$ cat config.mk
export PLATFORM = sky130hd
export DESIGN_NAME = scrc_top
export DESIGN_NICKNAME = d
export VERILOG_FILES = /design/src/hw/scrc_pkg.sv /design/src/hw/scrc_clk_div.sv /design/src/hw/scrc_top.sv
export VERILOG_INCLUDE_DIRS = /design/src /design/src/hw
export SDC_FILE = /design/constraint.sdc
export NUM_CORES = 1
export LEC_CHECK = 0
export BUFFER_PORTS_ARGS = -buffer_cell sky130_fd_sc_hd__buf_2
export CORE_UTILIZATION = 50
export CTS_BUF_LIST = sky130_fd_sc_hd__clkbuf_2 sky130_fd_sc_hd__clkbuf_4 sky130_fd_sc_hd__clkbuf_8
export DETAILED_ROUTE_END_ITERATION = 7
export GPL_ROUTABILITY_DRIVEN = 0
export PLACE_DENSITY = 0.69
export SYNTH_ARGS = -nofsm -noshare
export SYNTH_HDL_FRONTEND = slang
export SYNTH_SLANG_ARGS = --single-unit
$ cat constraint.sdc
create_clock -name clk_in -period 14.2 [get_ports clk_in]
set_input_delay 2.84 -clock clk_in [delete_from_list [all_inputs] [get_ports clk_in]]
set_output_delay 2.84 -clock clk_in [all_outputs]
set_load 0.01 [all_outputs]
$ cat src/hw/scrc_defs.svh
`ifndef SCRC_DEFS_SVH
`define SCRC_DEFS_SVH

// Reset configuration word layout (low word)
`define SCRC_RCW_W        32
`define SCRC_DIVBIT_POS   31
`define SCRC_SYSTEM_PLL_MULTIPLIER_MSB     27
`define SCRC_SYSTEM_PLL_MULTIPLIER_LSB     24
`define SCRC_CPLL_MSB     22
`define SCRC_CPLL_LSB     16
// Hard-coded option: multiplier 4, core 2:1, VCO divider 4
`define SCRC_RCW_HARD     32'h0424_0000

// Core PLL field sub-positions inside the 7-bit field
`define SCRC_VCO_MSB      6
`define SCRC_VCO_LSB      5
`define SCRC_MUL_MSB      4
`define SCRC_MUL_LSB      1
`define SCRC_HALF_POS     0

// Core PLL encodings
`define SCRC_VCO_SEL2     2'h0
`define SCRC_VCO_SEL4     2'h1
`define SCRC_VCO_SEL8     2'h2
`define SCRC_MUL_1        4'h1
`define SCRC_MUL_2        4'h2
`define SCRC_MUL_3        4'h3
`define SCRC_MUL_4        4'h4
`define SCRC_VCO_DIV2     4'h2
`define SCRC_VCO_DIV4     4'h4
`define SCRC_VCO_DIV8     4'h8

// Core VCO window in kHz (800 MHz to 1600 MHz)
`define SCRC_VCO_MIN_KHZ  32'h000C_3500
`define SCRC_VCO_MAX_KHZ  32'h0018_6A00

// Unit ratio codes, equal to the divide count they select
`define SCRC_R_OFF        2'h0
`define SCRC_R_FULL       2'h1
`define SCRC_R_HALF       2'h2
`define SCRC_R_THIRD      2'h3
`define SCRC_UNIT_RST     2'h3
`define SCRC_PCI_RST      1'h1

// Local bus divider field reset and sizes
`define SCRC_LBDIV_RST    4'h2
`define SCRC_NUM_DIV      6
`define SCRC_LB_IDX       5
`define SCRC_PCI_IDX      4
`define SCRC_SETTLE       2'h3

`endif

$ cat src/hw/scrc_pkg.sv
`include "scrc_defs.svh"

package scrc_pkg;

    // Clock ratio choice of a configurable unit
    typedef enum logic [1:0] {
        SCRC_OFF   = `SCRC_R_OFF,
        SCRC_FULL  = `SCRC_R_FULL,
        SCRC_HALF  = `SCRC_R_HALF,
        SCRC_THIRD = `SCRC_R_THIRD
    } scrc_ratio_t;

    // Per-unit clock settings as software sees them
    typedef struct packed {
        scrc_ratio_t eth;
        scrc_ratio_t sdhc;
        scrc_ratio_t sec;
        scrc_ratio_t usb;
        logic        pci_on;
    } scrc_unit_cfg_t;

    // Fields of the core PLL field after decode
    typedef struct packed {
        logic [3:0] ratio_x2;
        logic [3:0] vco_div;
        logic       err;
    } scrc_core_t;

    typedef logic [31:0] scrc_freq_t;

endpackage : scrc_pkg

$ cat src/hw/scrc_clk_div.sv
`timescale 1ns/100ps
`include "scrc_defs.svh"

module scrc_clk_div
    import scrc_pkg::*;
(
    // Clock and reset
    input  wire logic       clk_in,
    input  wire logic       reset_in,
    // Divide count, zero stops the ticks
    input  wire logic [3:0] div_in,
    // One-cycle tick every div_in cycles
    output logic            tick_out
);

    logic [3:0] cnt_q;

    // Compare with >= so a smaller divisor taken mid-count recovers at once
    always_ff @(posedge clk_in or posedge reset_in)
    begin
        if (reset_in)
        begin
            cnt_q    <= 4'h0;
            tick_out <= 1'b0;
        end
        else if (div_in == 4'h0)
        begin
            cnt_q    <= 4'h0;
            tick_out <= 1'b0;
        end
        else if (cnt_q >= div_in - 4'h1)
        begin
            cnt_q    <= 4'h0;
            tick_out <= 1'b1;
        end
        else
        begin
            cnt_q    <= cnt_q + 4'h1;
            tick_out <= 1'b0;
        end
    end

endmodule : scrc_clk_div

$ cat src/hw/scrc_top.sv
`timescale 1ns/100ps
`include "scrc_defs.svh"

module scrc_top
    import scrc_pkg::*;
(
    // Clock and reset
    input  wire logic                 clk_in,
    input  wire logic                 reset_in,
    // Reset configuration straps (pins)
    input  wire logic [31:0]          reset_config_word_low_in,
    input  wire logic                 hard_cfg_sel_in,
    input  wire logic                 pci_host_mode_in,
    input  wire logic [23:0]          primary_clock_input_khz_in,
    input  wire logic [23:0]          pci_sync_khz_in,
    // Software unit ratio and local bus settings
    input  wire logic                 unit_cfg_wr_in,
    input  wire scrc_unit_cfg_t       unit_cfg_in,
    input  wire logic                 lb_ratio_wr_in,
    input  wire logic [3:0]           local_bus_divide_field_in,
    // Derived frequencies and core PLL decode
    output scrc_freq_t                csb_freq_khz_out,
    output scrc_freq_t                core_freq_khz_out,
    output logic [3:0]                core_ratio_x2_out,
    output logic [3:0]                vco_div_out,
    output logic                      core_cfg_err_out,
    output logic                      vco_range_err_out,
    output logic                      cfg_ready_out,
    // Generated clocks and unit enables
    output logic                      memory_bus_clock_out,
    output logic                      memory_bus_clock_n_out,
    output logic [2:0]                local_bus_clock_outputs,
    output logic [4:0]                unit_clk_en_out,
    // Current software settings read back
    output scrc_unit_cfg_t            unit_cfg_out,
    output logic [3:0]                local_bus_clock_ratio_reg_out
);

    typedef enum logic [1:0] {ST_SETTLE, ST_LOAD, ST_RUN} scrc_state_t;

    scrc_state_t     state_q;
    logic [1:0]      settle_q;
    logic [31:0]     rcw_s1_q, rcw_s2_q;
    logic            hard_s1_q, hard_s2_q, host_s1_q, host_s2_q;
    logic [23:0]     primary_clock_input_s1_q, primary_clock_input_s2_q, pci_s1_q, pci_s2_q;
    logic [31:0]     rcw_q;
    logic            host_q;
    logic [23:0]     base_q;
    logic [6:0]      cpll;
    logic [3:0]      system_pll_multiplier;
    logic            div_bit;
    scrc_core_t      core;
    scrc_freq_t      csb_d, core_d, vco_f;
    logic [3:0]      div_sel [`SCRC_NUM_DIV];
    logic [`SCRC_NUM_DIV-1:0] ticks;

    // Two-flop synchronisers for every strap and pin frequency
    always_ff @(posedge clk_in or posedge reset_in)
    begin
        if (reset_in)
        begin
            rcw_s1_q   <= 32'h0000_0000;
            rcw_s2_q   <= 32'h0000_0000;
            hard_s1_q  <= 1'b0;
            hard_s2_q  <= 1'b0;
            host_s1_q  <= 1'b0;
            host_s2_q  <= 1'b0;
            primary_clock_input_s1_q <= 24'h00_0000;
            primary_clock_input_s2_q <= 24'h00_0000;
            pci_s1_q   <= 24'h00_0000;
            pci_s2_q   <= 24'h00_0000;
        end
        else
        begin
            rcw_s1_q   <= reset_config_word_low_in;
            rcw_s2_q   <= rcw_s1_q;
            hard_s1_q  <= hard_cfg_sel_in;
            hard_s2_q  <= hard_s1_q;
            host_s1_q  <= pci_host_mode_in;
            host_s2_q  <= host_s1_q;
            primary_clock_input_s1_q <= primary_clock_input_khz_in;
            primary_clock_input_s2_q <= primary_clock_input_s1_q;
            pci_s1_q   <= pci_sync_khz_in;
            pci_s2_q   <= pci_s1_q;
        end
    end

    // Reset word is caught once after release, when the synchronisers are full
    always_ff @(posedge clk_in or posedge reset_in)
    begin
        if (reset_in)
        begin
            state_q  <= ST_SETTLE;
            settle_q <= 2'h0;
            rcw_q    <= 32'h0000_0000;
            host_q   <= 1'b0;
            base_q   <= 24'h00_0000;
        end
        else
        begin
            case (state_q)
                ST_SETTLE:
                begin
                    settle_q <= settle_q + 2'h1;
                    if (settle_q == `SCRC_SETTLE)
                        state_q <= ST_LOAD;
                end
                ST_LOAD:
                begin
                    rcw_q   <= hard_s2_q ? `SCRC_RCW_HARD : rcw_s2_q;
                    host_q  <= host_s2_q;
                    base_q  <= host_s2_q ? pci_s2_q : primary_clock_input_s2_q;
                    state_q <= ST_RUN;
                end
                ST_RUN:
                    state_q <= ST_RUN;
                default:
                    state_q <= ST_SETTLE;
            endcase
        end
    end

    assign cpll    = rcw_q[`SCRC_CPLL_MSB:`SCRC_CPLL_LSB];
    assign system_pll_multiplier    = rcw_q[`SCRC_SYSTEM_PLL_MULTIPLIER_MSB:`SCRC_SYSTEM_PLL_MULTIPLIER_LSB];
    assign div_bit = rcw_q[`SCRC_DIVBIT_POS];

    // core ratio decode, VCO divider decode, reserved codes
    always_comb
    begin
        core.ratio_x2 = 4'h0;
        core.vco_div  = 4'h0;
        core.err      = 1'b0;
        case ({cpll[`SCRC_MUL_MSB:`SCRC_MUL_LSB], cpll[`SCRC_HALF_POS]})
            {`SCRC_MUL_1, 1'b1}: core.ratio_x2 = 4'h3;
            {`SCRC_MUL_2, 1'b0}: core.ratio_x2 = 4'h4;
            {`SCRC_MUL_2, 1'b1}: core.ratio_x2 = 4'h5;
            {`SCRC_MUL_3, 1'b0}: core.ratio_x2 = 4'h6;
            {`SCRC_MUL_3, 1'b1}: core.ratio_x2 = 4'h7;
            {`SCRC_MUL_4, 1'b0}: core.ratio_x2 = 4'h8;
            default:             core.err      = 1'b1;
        endcase
        case (cpll[`SCRC_VCO_MSB:`SCRC_VCO_LSB])
            `SCRC_VCO_SEL2: core.vco_div = `SCRC_VCO_DIV2;
            `SCRC_VCO_SEL4: core.vco_div = `SCRC_VCO_DIV4;
            `SCRC_VCO_SEL8: core.vco_div = `SCRC_VCO_DIV8;
            default:        core.err     = 1'b1;
        endcase
        // 1.5:1 has no divide-by-2 setting
        if (core.ratio_x2 == 4'h3 && cpll[`SCRC_VCO_MSB:`SCRC_VCO_LSB] == `SCRC_VCO_SEL2)
            core.err = 1'b1;
    end

    // bus clock product; core clock is bus clock times ratio
    assign csb_d  = 32'(base_q) * 32'({1'b0, div_bit} + 2'h1) * 32'(system_pll_multiplier);
    assign core_d = 32'((64'(csb_d) * 64'(core.ratio_x2)) >> 1);
    assign vco_f  = 32'(64'(core_d) * 64'(core.vco_div));

    // Frequency and decode results, valid once the word is latched
    always_ff @(posedge clk_in or posedge reset_in)
    begin
        if (reset_in)
        begin
            csb_freq_khz_out  <= 32'h0000_0000;
            core_freq_khz_out <= 32'h0000_0000;
            core_ratio_x2_out <= 4'h0;
            vco_div_out       <= 4'h0;
            core_cfg_err_out  <= 1'b0;
            vco_range_err_out <= 1'b0;
            cfg_ready_out     <= 1'b0;
        end
        else if (state_q == ST_RUN)
        begin
            csb_freq_khz_out  <= csb_d;
            core_freq_khz_out <= core.err ? 32'h0000_0000 : core_d;
            core_ratio_x2_out <= core.ratio_x2;
            vco_div_out       <= core.vco_div;
            core_cfg_err_out  <= core.err;
            // report a VCO outside its window, the strap source must avoid it
            vco_range_err_out <= !core.err && (vco_f < `SCRC_VCO_MIN_KHZ || vco_f > `SCRC_VCO_MAX_KHZ);
            cfg_ready_out     <= 1'b1;
        end
    end

    // software unit settings, default third, PCI defaults on
    always_ff @(posedge clk_in or posedge reset_in)
    begin
        if (reset_in)
        begin
            unit_cfg_out.eth    <= scrc_ratio_t'(`SCRC_UNIT_RST);
            unit_cfg_out.sdhc   <= scrc_ratio_t'(`SCRC_UNIT_RST);
            unit_cfg_out.sec    <= scrc_ratio_t'(`SCRC_UNIT_RST);
            unit_cfg_out.usb    <= scrc_ratio_t'(`SCRC_UNIT_RST);
            unit_cfg_out.pci_on <= `SCRC_PCI_RST;
        end
        else if (unit_cfg_wr_in)
            unit_cfg_out <= unit_cfg_in;
    end

    always_ff @(posedge clk_in or posedge reset_in)
    begin
        if (reset_in)
            local_bus_clock_ratio_reg_out <= `SCRC_LBDIV_RST;
        else if (lb_ratio_wr_in)
            local_bus_clock_ratio_reg_out <= local_bus_divide_field_in;
    end

    // Divide counts: unit codes equal their divisor, PCI is full or off
    assign div_sel[0]             = {2'h0, unit_cfg_out.eth};
    assign div_sel[1]             = {2'h0, unit_cfg_out.sdhc};
    assign div_sel[2]             = {2'h0, unit_cfg_out.sec};
    assign div_sel[3]             = {2'h0, unit_cfg_out.usb};
    assign div_sel[`SCRC_PCI_IDX] = {3'h0, unit_cfg_out.pci_on};
    // Toggle per tick, so half the field gives the full divide
    assign div_sel[`SCRC_LB_IDX]  = local_bus_clock_ratio_reg_out >> 1;

    // one divider per unit plus the local bus
    genvar gi;
    generate
        for (gi = 0; gi < `SCRC_NUM_DIV; gi++)
        begin : g_div
            scrc_clk_div u_div (
                .clk_in   (clk_in),
                .reset_in (reset_in),
                .div_in   (div_sel[gi]),
                .tick_out (ticks[gi])
            );
        end
    endgenerate

    // Unit enables come straight from the divider flops
    assign unit_clk_en_out = ticks[`SCRC_PCI_IDX:0];

    // memory pair toggles each cycle; local bus toggles per tick
    always_ff @(posedge clk_in or posedge reset_in)
    begin
        if (reset_in)
        begin
            memory_bus_clock_out    <= 1'b0;
            memory_bus_clock_n_out  <= 1'b1;
            local_bus_clock_outputs <= 3'h0;
        end
        else
        begin
            memory_bus_clock_out   <= ~memory_bus_clock_out;
            memory_bus_clock_n_out <= memory_bus_clock_out;
            if (ticks[`SCRC_LB_IDX])
                local_bus_clock_outputs <= ~local_bus_clock_outputs;
        end
    end

    // Checks next to the logic they guard
    csb_formula_a: assert property (@(posedge clk_in) disable iff (reset_in)
        $past(state_q == ST_RUN) |-> csb_freq_khz_out == $past(csb_d))
        else $error("bus clock frequency mismatch");
    pci_base_a: assert property (@(posedge clk_in) disable iff (reset_in)
        (state_q == ST_LOAD && host_s2_q) |=> base_q == $past(pci_s2_q))
        else $error("host mode base not from PCI sync");
    // Odd products lose their half kHz, so compare against the truncated value
    core_freq_a: assert property (@(posedge clk_in) disable iff (reset_in)
        (cfg_ready_out && !core_cfg_err_out) |->
        64'(core_freq_khz_out) == ((64'(csb_freq_khz_out) * 64'(core_ratio_x2_out)) >> 1))
        else $error("core clock not bus clock times ratio");
    // First edge after release still shows reset values, so it is skipped
    ddr_half_a: assert property (@(posedge clk_in) disable iff (reset_in)
        !$past(reset_in) |-> memory_bus_clock_out != $past(memory_bus_clock_out)
        && memory_bus_clock_n_out == !memory_bus_clock_out)
        else $error("memory clock not half rate");
    lb_div_a: assert property (@(posedge clk_in) disable iff (reset_in)
        (!reset_in && local_bus_clock_ratio_reg_out == `SCRC_LBDIV_RST)[*3] |-> $changed(local_bus_clock_outputs))
        else $error("local bus clock not divided by two");
    unit_write_a: assert property (@(posedge clk_in) disable iff (reset_in)
        $changed(unit_cfg_out) |-> $past(unit_cfg_wr_in))
        else $error("unit ratio changed without a write");
    third_tick_a: assert property (@(posedge clk_in) disable iff (reset_in)
        (unit_cfg_out.eth == SCRC_THIRD)[*4] ##0 (ticks[0] && !unit_cfg_wr_in) |=>
        !ticks[0] ##1 !ticks[0] ##1 (ticks[0] || $past(unit_cfg_out.eth) != SCRC_THIRD))
        else $error("third ratio tick spacing wrong");
    pci_full_a: assert property (@(posedge clk_in) disable iff (reset_in)
        unit_cfg_out.pci_on[*3] |-> unit_clk_en_out[`SCRC_PCI_IDX])
        else $error("PCI clock not full rate");
    vco_div_a: assert property (@(posedge clk_in) disable iff (reset_in)
        (cfg_ready_out && $past(cpll[`SCRC_VCO_MSB:`SCRC_VCO_LSB]) == `SCRC_VCO_SEL8) |-> vco_div_out == `SCRC_VCO_DIV8)
        else $error("VCO divider decode wrong");
    ratio_err_a: assert property (@(posedge clk_in) disable iff (reset_in)
        (cfg_ready_out && !core_cfg_err_out) |-> core_ratio_x2_out inside {4'h3, 4'h4, 4'h5, 4'h6, 4'h7, 4'h8})
        else $error("core ratio outside legal set");
    cfg_err_a: assert property (@(posedge clk_in) disable iff (reset_in)
        (cfg_ready_out && core_cfg_err_out) |-> core_freq_khz_out == 32'h0000_0000)
        else $error("reserved core code produced a frequency");

endmodule : scrc_top

==> results of run 1 <==
==> cells by family after synthesis <==
group	after synthesis	synth area share, %
AND/OR/NAND/NOR	655	14.8
AO/OA/AOI/OAI	375	12.3
buffers and inverters	359	7.06
adder cells (fa/ha/maj)	304	23.4
flip-flops	284	34.8
XOR/XNOR	88	3.76
multiplexers	75	3.83
other	2	0.0367
==> layer usage <==
metal | global-route usage [%] | part of all wire [%] | up-vias
li1 | - | - | 7364
met1 | 28.7 | 43 | 7394
met2 | 38.1 | 48 | 397
met3 | 4.15 | 5.6 | 98
met4 | 8.18 | 3.5 | 0
met5 | 0 | 0 | -
==> power by group through the flow <==
stage | combinational, mW | sequential [mW] | clock, mW
final | 1.30 | 0.996 | 0.735
after global routing | 1.47 | 1.01 | 0.798
after global placement | 1.26 | 1.01 | 0
after detailed placement | 1.30 | 1.01 | 0
after floorplan | 0.901 | 1.03 | 0
after CTS | 1.31 | 0.998 | 0.760
==> worst max-delay path by stage <==
stage                     cells after the start                            end                   from  slack [ps]
after floorplan                               1          base_q[0]$_DFFE_PP0N_               reset_in        3540
after global placement                       40  vco_range_err_out$_DFFE_PP0N_  rcw_q[31]$_DFFE_PP0N_        2790
after detailed placement                     38  vco_range_err_out$_DFFE_PP0N_  rcw_q[31]$_DFFE_PP0N_        2640
after CTS                                    38  vco_range_err_out$_DFFE_PP0N_  rcw_q[31]$_DFFE_PP0N_        2660
after global routing                         39  vco_range_err_out$_DFFE_PP0N_  rcw_q[31]$_DFFE_PP0N_        1830
final                                        38  vco_range_err_out$_DFFE_PP0N_  rcw_q[31]$_DFFE_PP0N_        2480
==> cell usage after synthesis, types with 48 or more instances <==
| master | count | share of area (%) |
|---|---|---|
| ha_1 | 171 | 10 |
| nor2_1 | 220 | 4.0 |
| xor2_1 | 48 | 2.1 |
| nand2_1 | 195 | 3.6 |
| inv_1 | 274 | 5.0 |
| clkbuf_1 | 62 | 1.1 |
| fa_1 | 133 | 13 |
| dfrtp_1 | 273 | 33 |
| mux2i_1 | 48 | 2.3 |
| o21ai_0 | 88 | 2.1 |
| a21oi_1 | 94 | 2.3 |
==> sequential cells by signal (all words and copies together), names as in the netlist, 4 cells and up <==
name / cells
primary_clock_input_s1_q: 24
primary_clock_input_s2_q: 24
g_div.u_div.cnt_q: 24
g_div.u_div.tick_out: 6
pci_s2_q: 24
rcw_q: 12
local_bus_clock_ratio_reg_out: 4
core_freq_khz_out: 32
core_ratio_x2_out: 4
csb_freq_khz_out: 30
rcw_s2_q: 12
unit_cfg_out: 9
base_q: 24
pci_s1_q: 24
rcw_s1_q: 12
==> metrics by stage <==
| stage | cells | utilization, % |
|---|---|---|
| global route | 2852 | 56.6 |
| detailed placement | 2776 | 54.2 |
| CTS | 2852 | 56.6 |
| floorplan | 2147 | - |
| global placement | 2776 | 54.2 |
| finish | 2852 | 56.6 |
==> worst max-delay path, delay by kind of cell (launching register included) <==
family,cells,cell delay [ps]
muxes,1,380
DFF,1,650
AOI/OAI and AO/OA,14,3810
xor gates and xnor gates,2,900
adders and majority gates,9,3990
and+or+nand+nor,6,1180
buffers and inverters,6,680
==> layout make-up <==
cell class,count,area (sq um)
clock buffer,69,843
clock inverter,7,115
fill,3527,17400
inverter,277,1050
multi-input combinational,1504,11900
sequential,284,7120
tap,525,657
timing repair buffer,186,963
==> placed cells by master (no fill, tap or decap), drive strengths merged, types with 17 or more instances in the layout <==
master | netlist | final
a21o | 39 | 39
dfrtp | 273 | 273
o21a | 17 | 17
nand2 | 195 | 195
xor2 | 48 | 48
clkbuf | 65 | 69
a21oi | 96 | 96
nor2b | 35 | 35
and2 | 42 | 42
o2bb2ai | 28 | 28
nand2b | 36 | 36
xnor2 | 40 | 40
nor3 | 23 | 23
nor2 | 220 | 220
ha | 171 | 171
or2 | 23 | 23
mux2i | 48 | 48
inv | 274 | 275
buf | 16 | 186
mux2 | 27 | 27
o21ai | 93 | 93
nand3 | 27 | 27
fa | 133 | 133
==> impl_metrics.json, run 1 <==
{
  "p_leak_nw": 11.6,
  "ys_warn_count": 0,
  "cts_buffers": 45,
  "cts_sinks": 284,
  "num_vias": 15300,
  "peakVddDrop_v": 0.000124,
  "setup_tns_ps": 0,
  "avgSynthCellArea_sq_um": 9.57,
  "stdcell_area_sq_um": 22700,
  "drv_slew": 0,
  "cp_slowest_cell": "dfrtp_1",
  "path_class": "reg -> reg",
  "seq_area_frac_synth_pct": 34.8,
  "cts_tree": "yes",
  "hold_path_end": "primary_clock_input_s2_q[17]$_DFF_PP0_",
  "grt_start_max_net_pins": 161,
  "cts_root_buffer": "clkbuf_8",
  "wirelength_microns": 45100,
  "num_antenna_cells": 0,
  "drtIter0Drc": 751,
  "worst_pin_slew_ps": 1050,
  "ys_async_sr_fraction_pct": 100,
  "power.total_mw": 3.03,
  "hold_depth": 0,
  "setup_slack_ps": 2480,
  "start_util_pct": 51.1,
  "syn_to_final_growth_pct": 10.8,
  "via_per_inst": 5.35,
  "relSlewSlack_pct": 30.1,
  "finalCritPeriodShare_pct": 82.5,
  "clock_latency_ps": 610,
  "finalSetupViolCount": 0,
  "chipWidth_microns": 204,
  "p_comb_share_pct": 42.9,
  "std_cell_rows": 73,
  "clock_path_buffers": 3,
  "dp_hpwl_microns": 35100,
  "max-cap-violations": 0,
  "io_buffers": 173,
  "grt_pass1_vias": 15700,
  "grt_overflow": 0,
  "start_kind": "flop",
  "p_clk_share_pct": 24.2,
  "synth_edf_count": 0,
  "r2r-start": "rcw_q[31]$_DFFE_PP0N_",
  "track_usage_pct": 22.5,
  "ios": 197,
  "fin_crit_ps": 11720,
  "mappedNetlistArea_sq_um": 20500,
  "wire_per_inst_microns": 15.8,
  "final_nets": 2701,
  "placed_cell_area_sq_um": 21700,
  "drc": 0,
  "dp_slack_ps": 2640,
  "pwr-share-seq_pct": 32.9,
  "drive_gt1_share_pct": 14.9,
  "antenna_found_initial": 0,
  "grt_setup_unrepaired": "false",
  "dieHeight_microns": 204,
  "power.density_nw_per_um2": 134,
  "grt_pass1_wl_microns": 75900,
  "max_stage_delay_ps": 650,
  "cts_hold_buf": 0,
  "hold_viol": 0,
  "rr_worst_depth": 38,
  "ant_nets": 0,
  "fin_skew_ps": 45.3,
  "rr_endpoint": "vco_range_err_out$_DFFE_PP0N_",
  "ys_ff_latch": 284,
  "p_int_mw": 1.84,
  "switchingPower_mw": 1.19,
  "status": "complete, no violations",
  "cp_max_fo": 17,
  "ys_types": 89,
  "ys.flop_type": "dfrtp_1",
  "worst_hold_slack_ps": 324,
  "max_freq_mhz": 85.3,
  "rrSetupSlack_ps": 2480,
  "core_sq_um": 40100,
  "crit_required_ps": 14670,
  "hp-class": "reg -> reg",
  "h-tree-depth": 2,
  "sw_frac_of_total_pct": 39.3,
  "first_pass_iters": 5,
  "crit_arrival_ps": 12190,
  "post_cts_resize_count": 0,
  "hp-start": "primary_clock_input_s1_q[17]$_DFF_PP0_",
  "synthCells": 2142,
  "clkSlewWorstSetupHoldPaths_ps": 60,
  "post-cts-setup-buffer-count": 0,
  "die_area_sq_um": 41800,
  "critPathCaptureType": "flop"
}
No activity file was read; power rests on OpenSTA's default activity.
==> run 2, diff against run 1 <==
PLACE_DENSITY = 0.72   (was 0.69)
clock period = 10.25 ns   (was 14.2 ns; I/O delays follow)
==> run 2 against run 1 <==
Against the previous run:
- count of clock-buffer cells in the layout did not move
- worst setup slack got worse by 2100 ps
- clock skew down 5.8 ps
- die area unchanged
- sequential share of layout area down 2.6 points
- sequential power up 39%
- cell area rose by 8.9%
- hold slack better by 11 ps
- clock power grew 51%
- critical path type unchanged
- largest power group unchanged
==> impl_metrics.json, run 2 (synthesis results as in run 1) <==
{
  "grt_pass1_wl_microns": 78200,
  "finalCritPeriodShare_pct": 96.6,
  "rr_endpoint": "vco_range_err_out$_DFFE_PP0N_",
  "relSlewSlack_pct": 35.1,
  "clock_path_buffers": 3,
  "cts_sinks": 284,
  "final_common_cell": "inv_1",
  "die_area_sq_um": 41800,
  "fin_crit_ps": 9900,
  "peakVddDrop_v": 0.000151,
  "cts_buffers": 47,
  "chipWidth_microns": 204,
  "max-cap-violations": 0,
  "num_antenna_cells": 0,
  "start_util_pct": 51.1,
  "crit_arrival_ps": 10380,
  "num-fill-cells": 3314,
  "finalSetupViolCount": 0,
  "regMostFlops": "core_freq_khz_out",
  "critPathCaptureType": "flop",
  "setup_slack_ps": 351,
  "status": "complete, no violations",
  "top_regs": "core_freq_khz_out x32, csb_freq_khz_out x30",
  "r2r-start": "rcw_q[31]$_DFFE_PP0N_",
  "max_freq_mhz": 101,
  "clock_latency_ps": 620,
  "crit_top_cell": "buf_4",
  "cts_tree": "yes",
  "cts_root_buffer": "clkbuf_8",
  "fin_skew_ps": 39.5,
  "via_per_inst": 5.31,
  "hold_path_end": "rcw_s2_q[16]$_DFF_PP0_",
  "rrSetupSlack_ps": 350,
  "grt_pass1_vias": 16500,
  "worst-path-buf-inv": 12,
  "largest_reg_flops": 32,
  "hp-start": "rcw_s1_q[16]$_DFF_PP0_",
  "h-tree-depth": 2,
  "wirelength_microns": 48200,
  "dp_hpwl_microns": 36500,
  "power.density_nw_per_um2": 192,
  "drtIter0Drc": 835,
  "drc": 0,
  "placed_cell_area_sq_um": 22900,
  "hold_depth": 0,
  "hold_viol": 0,
  "track_usage_pct": 23.3,
  "crit_family": "adder cells",
  "dp_slack_ps": -222,
  "std_cell_rows": 73,
  "cp_slowest_cell": "fa_1",
  "io_buffers": 173,
  "core_sq_um": 40100,
  "hp-class": "reg -> reg",
  "antenna_found_initial": 3,
  "first_pass_iters": 5,
  "clkSlewWorstSetupHoldPaths_ps": 60,
  "power.total_mw": 4.75,
  "num_vias": 16100,
  "grt_start_max_net_pins": 147,
  "crit_required_ps": 10730,
  "cp_max_fo": 5,
  "layout_common_cells": "inv_1, dfrtp_1, nor2_1",
  "wire_per_inst_microns": 15.9,
  "ios": 197,
  "stdcell_area_sq_um": 24700,
  "drv_slew": 0,
  "final_nets": 2872,
  "rr_worst_depth": 46,
  "ant_nets": 0,
  "final-seq-area_sq_um": 7120,
  "syn_to_final_growth_pct": 20.7,
  "start_kind": "flop",
  "drive_gt1_share_pct": 24.2,
  "path_class": "reg -> reg",
  "max_stage_delay_ps": 530,
  "worst_pin_slew_ps": 973,
  "grt_overflow": 0,
  "p_leak_nw": 12.6,
  "dieHeight_microns": 204,
  "multi_input_area_sq_um": 12500
}
[run 2: cell count changes in the layout (fill, tap and decap cells not counted), moves of 7 or more]
| cell | change |
|---|---|
| a21oi_1 | -14 |
| xnor2_2 | +7 |
| ha_1 | -13 |
| xor2_2 | +10 |
| ha_4 | +10 |
| mux2i_1 | -13 |
| mux2i_4 | +8 |
| a21oi_2 | +14 |
| buf_4 | +165 |
| xor2_1 | -10 |
| o21ai_0 | -8 |
| xnor2_1 | -7 |
[run 2: worst max-delay path by stage]
stage,from,to,slack [ps],cells past startpoint
after floorplan,rcw_q[31]$_DFFE_PP0N_,vco_range_err_out$_DFFE_PP0N_,300,40
after global placement,rcw_q[31]$_DFFE_PP0N_,vco_range_err_out$_DFFE_PP0N_,-40,43
after detailed placement,rcw_q[31]$_DFFE_PP0N_,vco_range_err_out$_DFFE_PP0N_,-220,43
after CTS,rcw_q[31]$_DFFE_PP0N_,vco_range_err_out$_DFFE_PP0N_,9,42
after global routing,rcw_q[31]$_DFFE_PP0N_,vco_range_err_out$_DFFE_PP0N_,-90,46
final,rcw_q[31]$_DFFE_PP0N_,vco_range_err_out$_DFFE_PP0N_,350,46
[run 2: final cells by class]
cell class                 instances  area share, %
timing repair buffer             355           9.25
multi-input combinational       1504           50.7
tap                              525           2.66
inverter                         277           4.24
sequential                       284           28.8
clock buffer                      69           3.56
clock inverter                    15          0.794
[run 2: per-layer routing]
metal	wire, microns	track usage (%)
met1	20100	28.7
met2	23600	40.0
met3	2530	4.13
met4	1850	9.75
met5	27	0
[run 2: per-stage QoR]
step / utilization, % / hold WS (ps) / setup TNS [ps] / instances
after global routing: 61.7 / 341 / -94.8 / 3029
after CTS: 59.9 / 323 / 0 / 3013
after floorplan: - / 331 / 0 / 2147
after global placement: 57.1 / 334 / -44.0 / 2929
after detailed placement: 57.1 / 335 / -222 / 2929
final: 61.7 / 335 / 0 / 3029
[run 2: worst reg2reg max path, delay by kind of cell, from the launching register on]
kind                       cells  cell delay (ps)
adders and majority gates      9             3560
muxes                          2              590
AOI/OAI and AO/OA             15             2390
xor gates and xnor gates       1              330
DFF                            1              420
and+or+nand+nor                7             1120
buffers and inverters         12             1360
[run 2: what timing repair did]
action | in CTS | in global routing
setup endpoints to repair | 1 | 1
resized for setup | 9 | 101
setup buffers | 0 | 15
pin swaps | 3 | 30
cloned | 0 | 1
hold buffers | 0 | 0
[run 2: report_power, final]
part	total, mW	internal (mW)	switching, mW
clock	1.11	0.657	0.456
sequential	1.38	1.28	0.0987
combinational	2.26	0.987	1.27
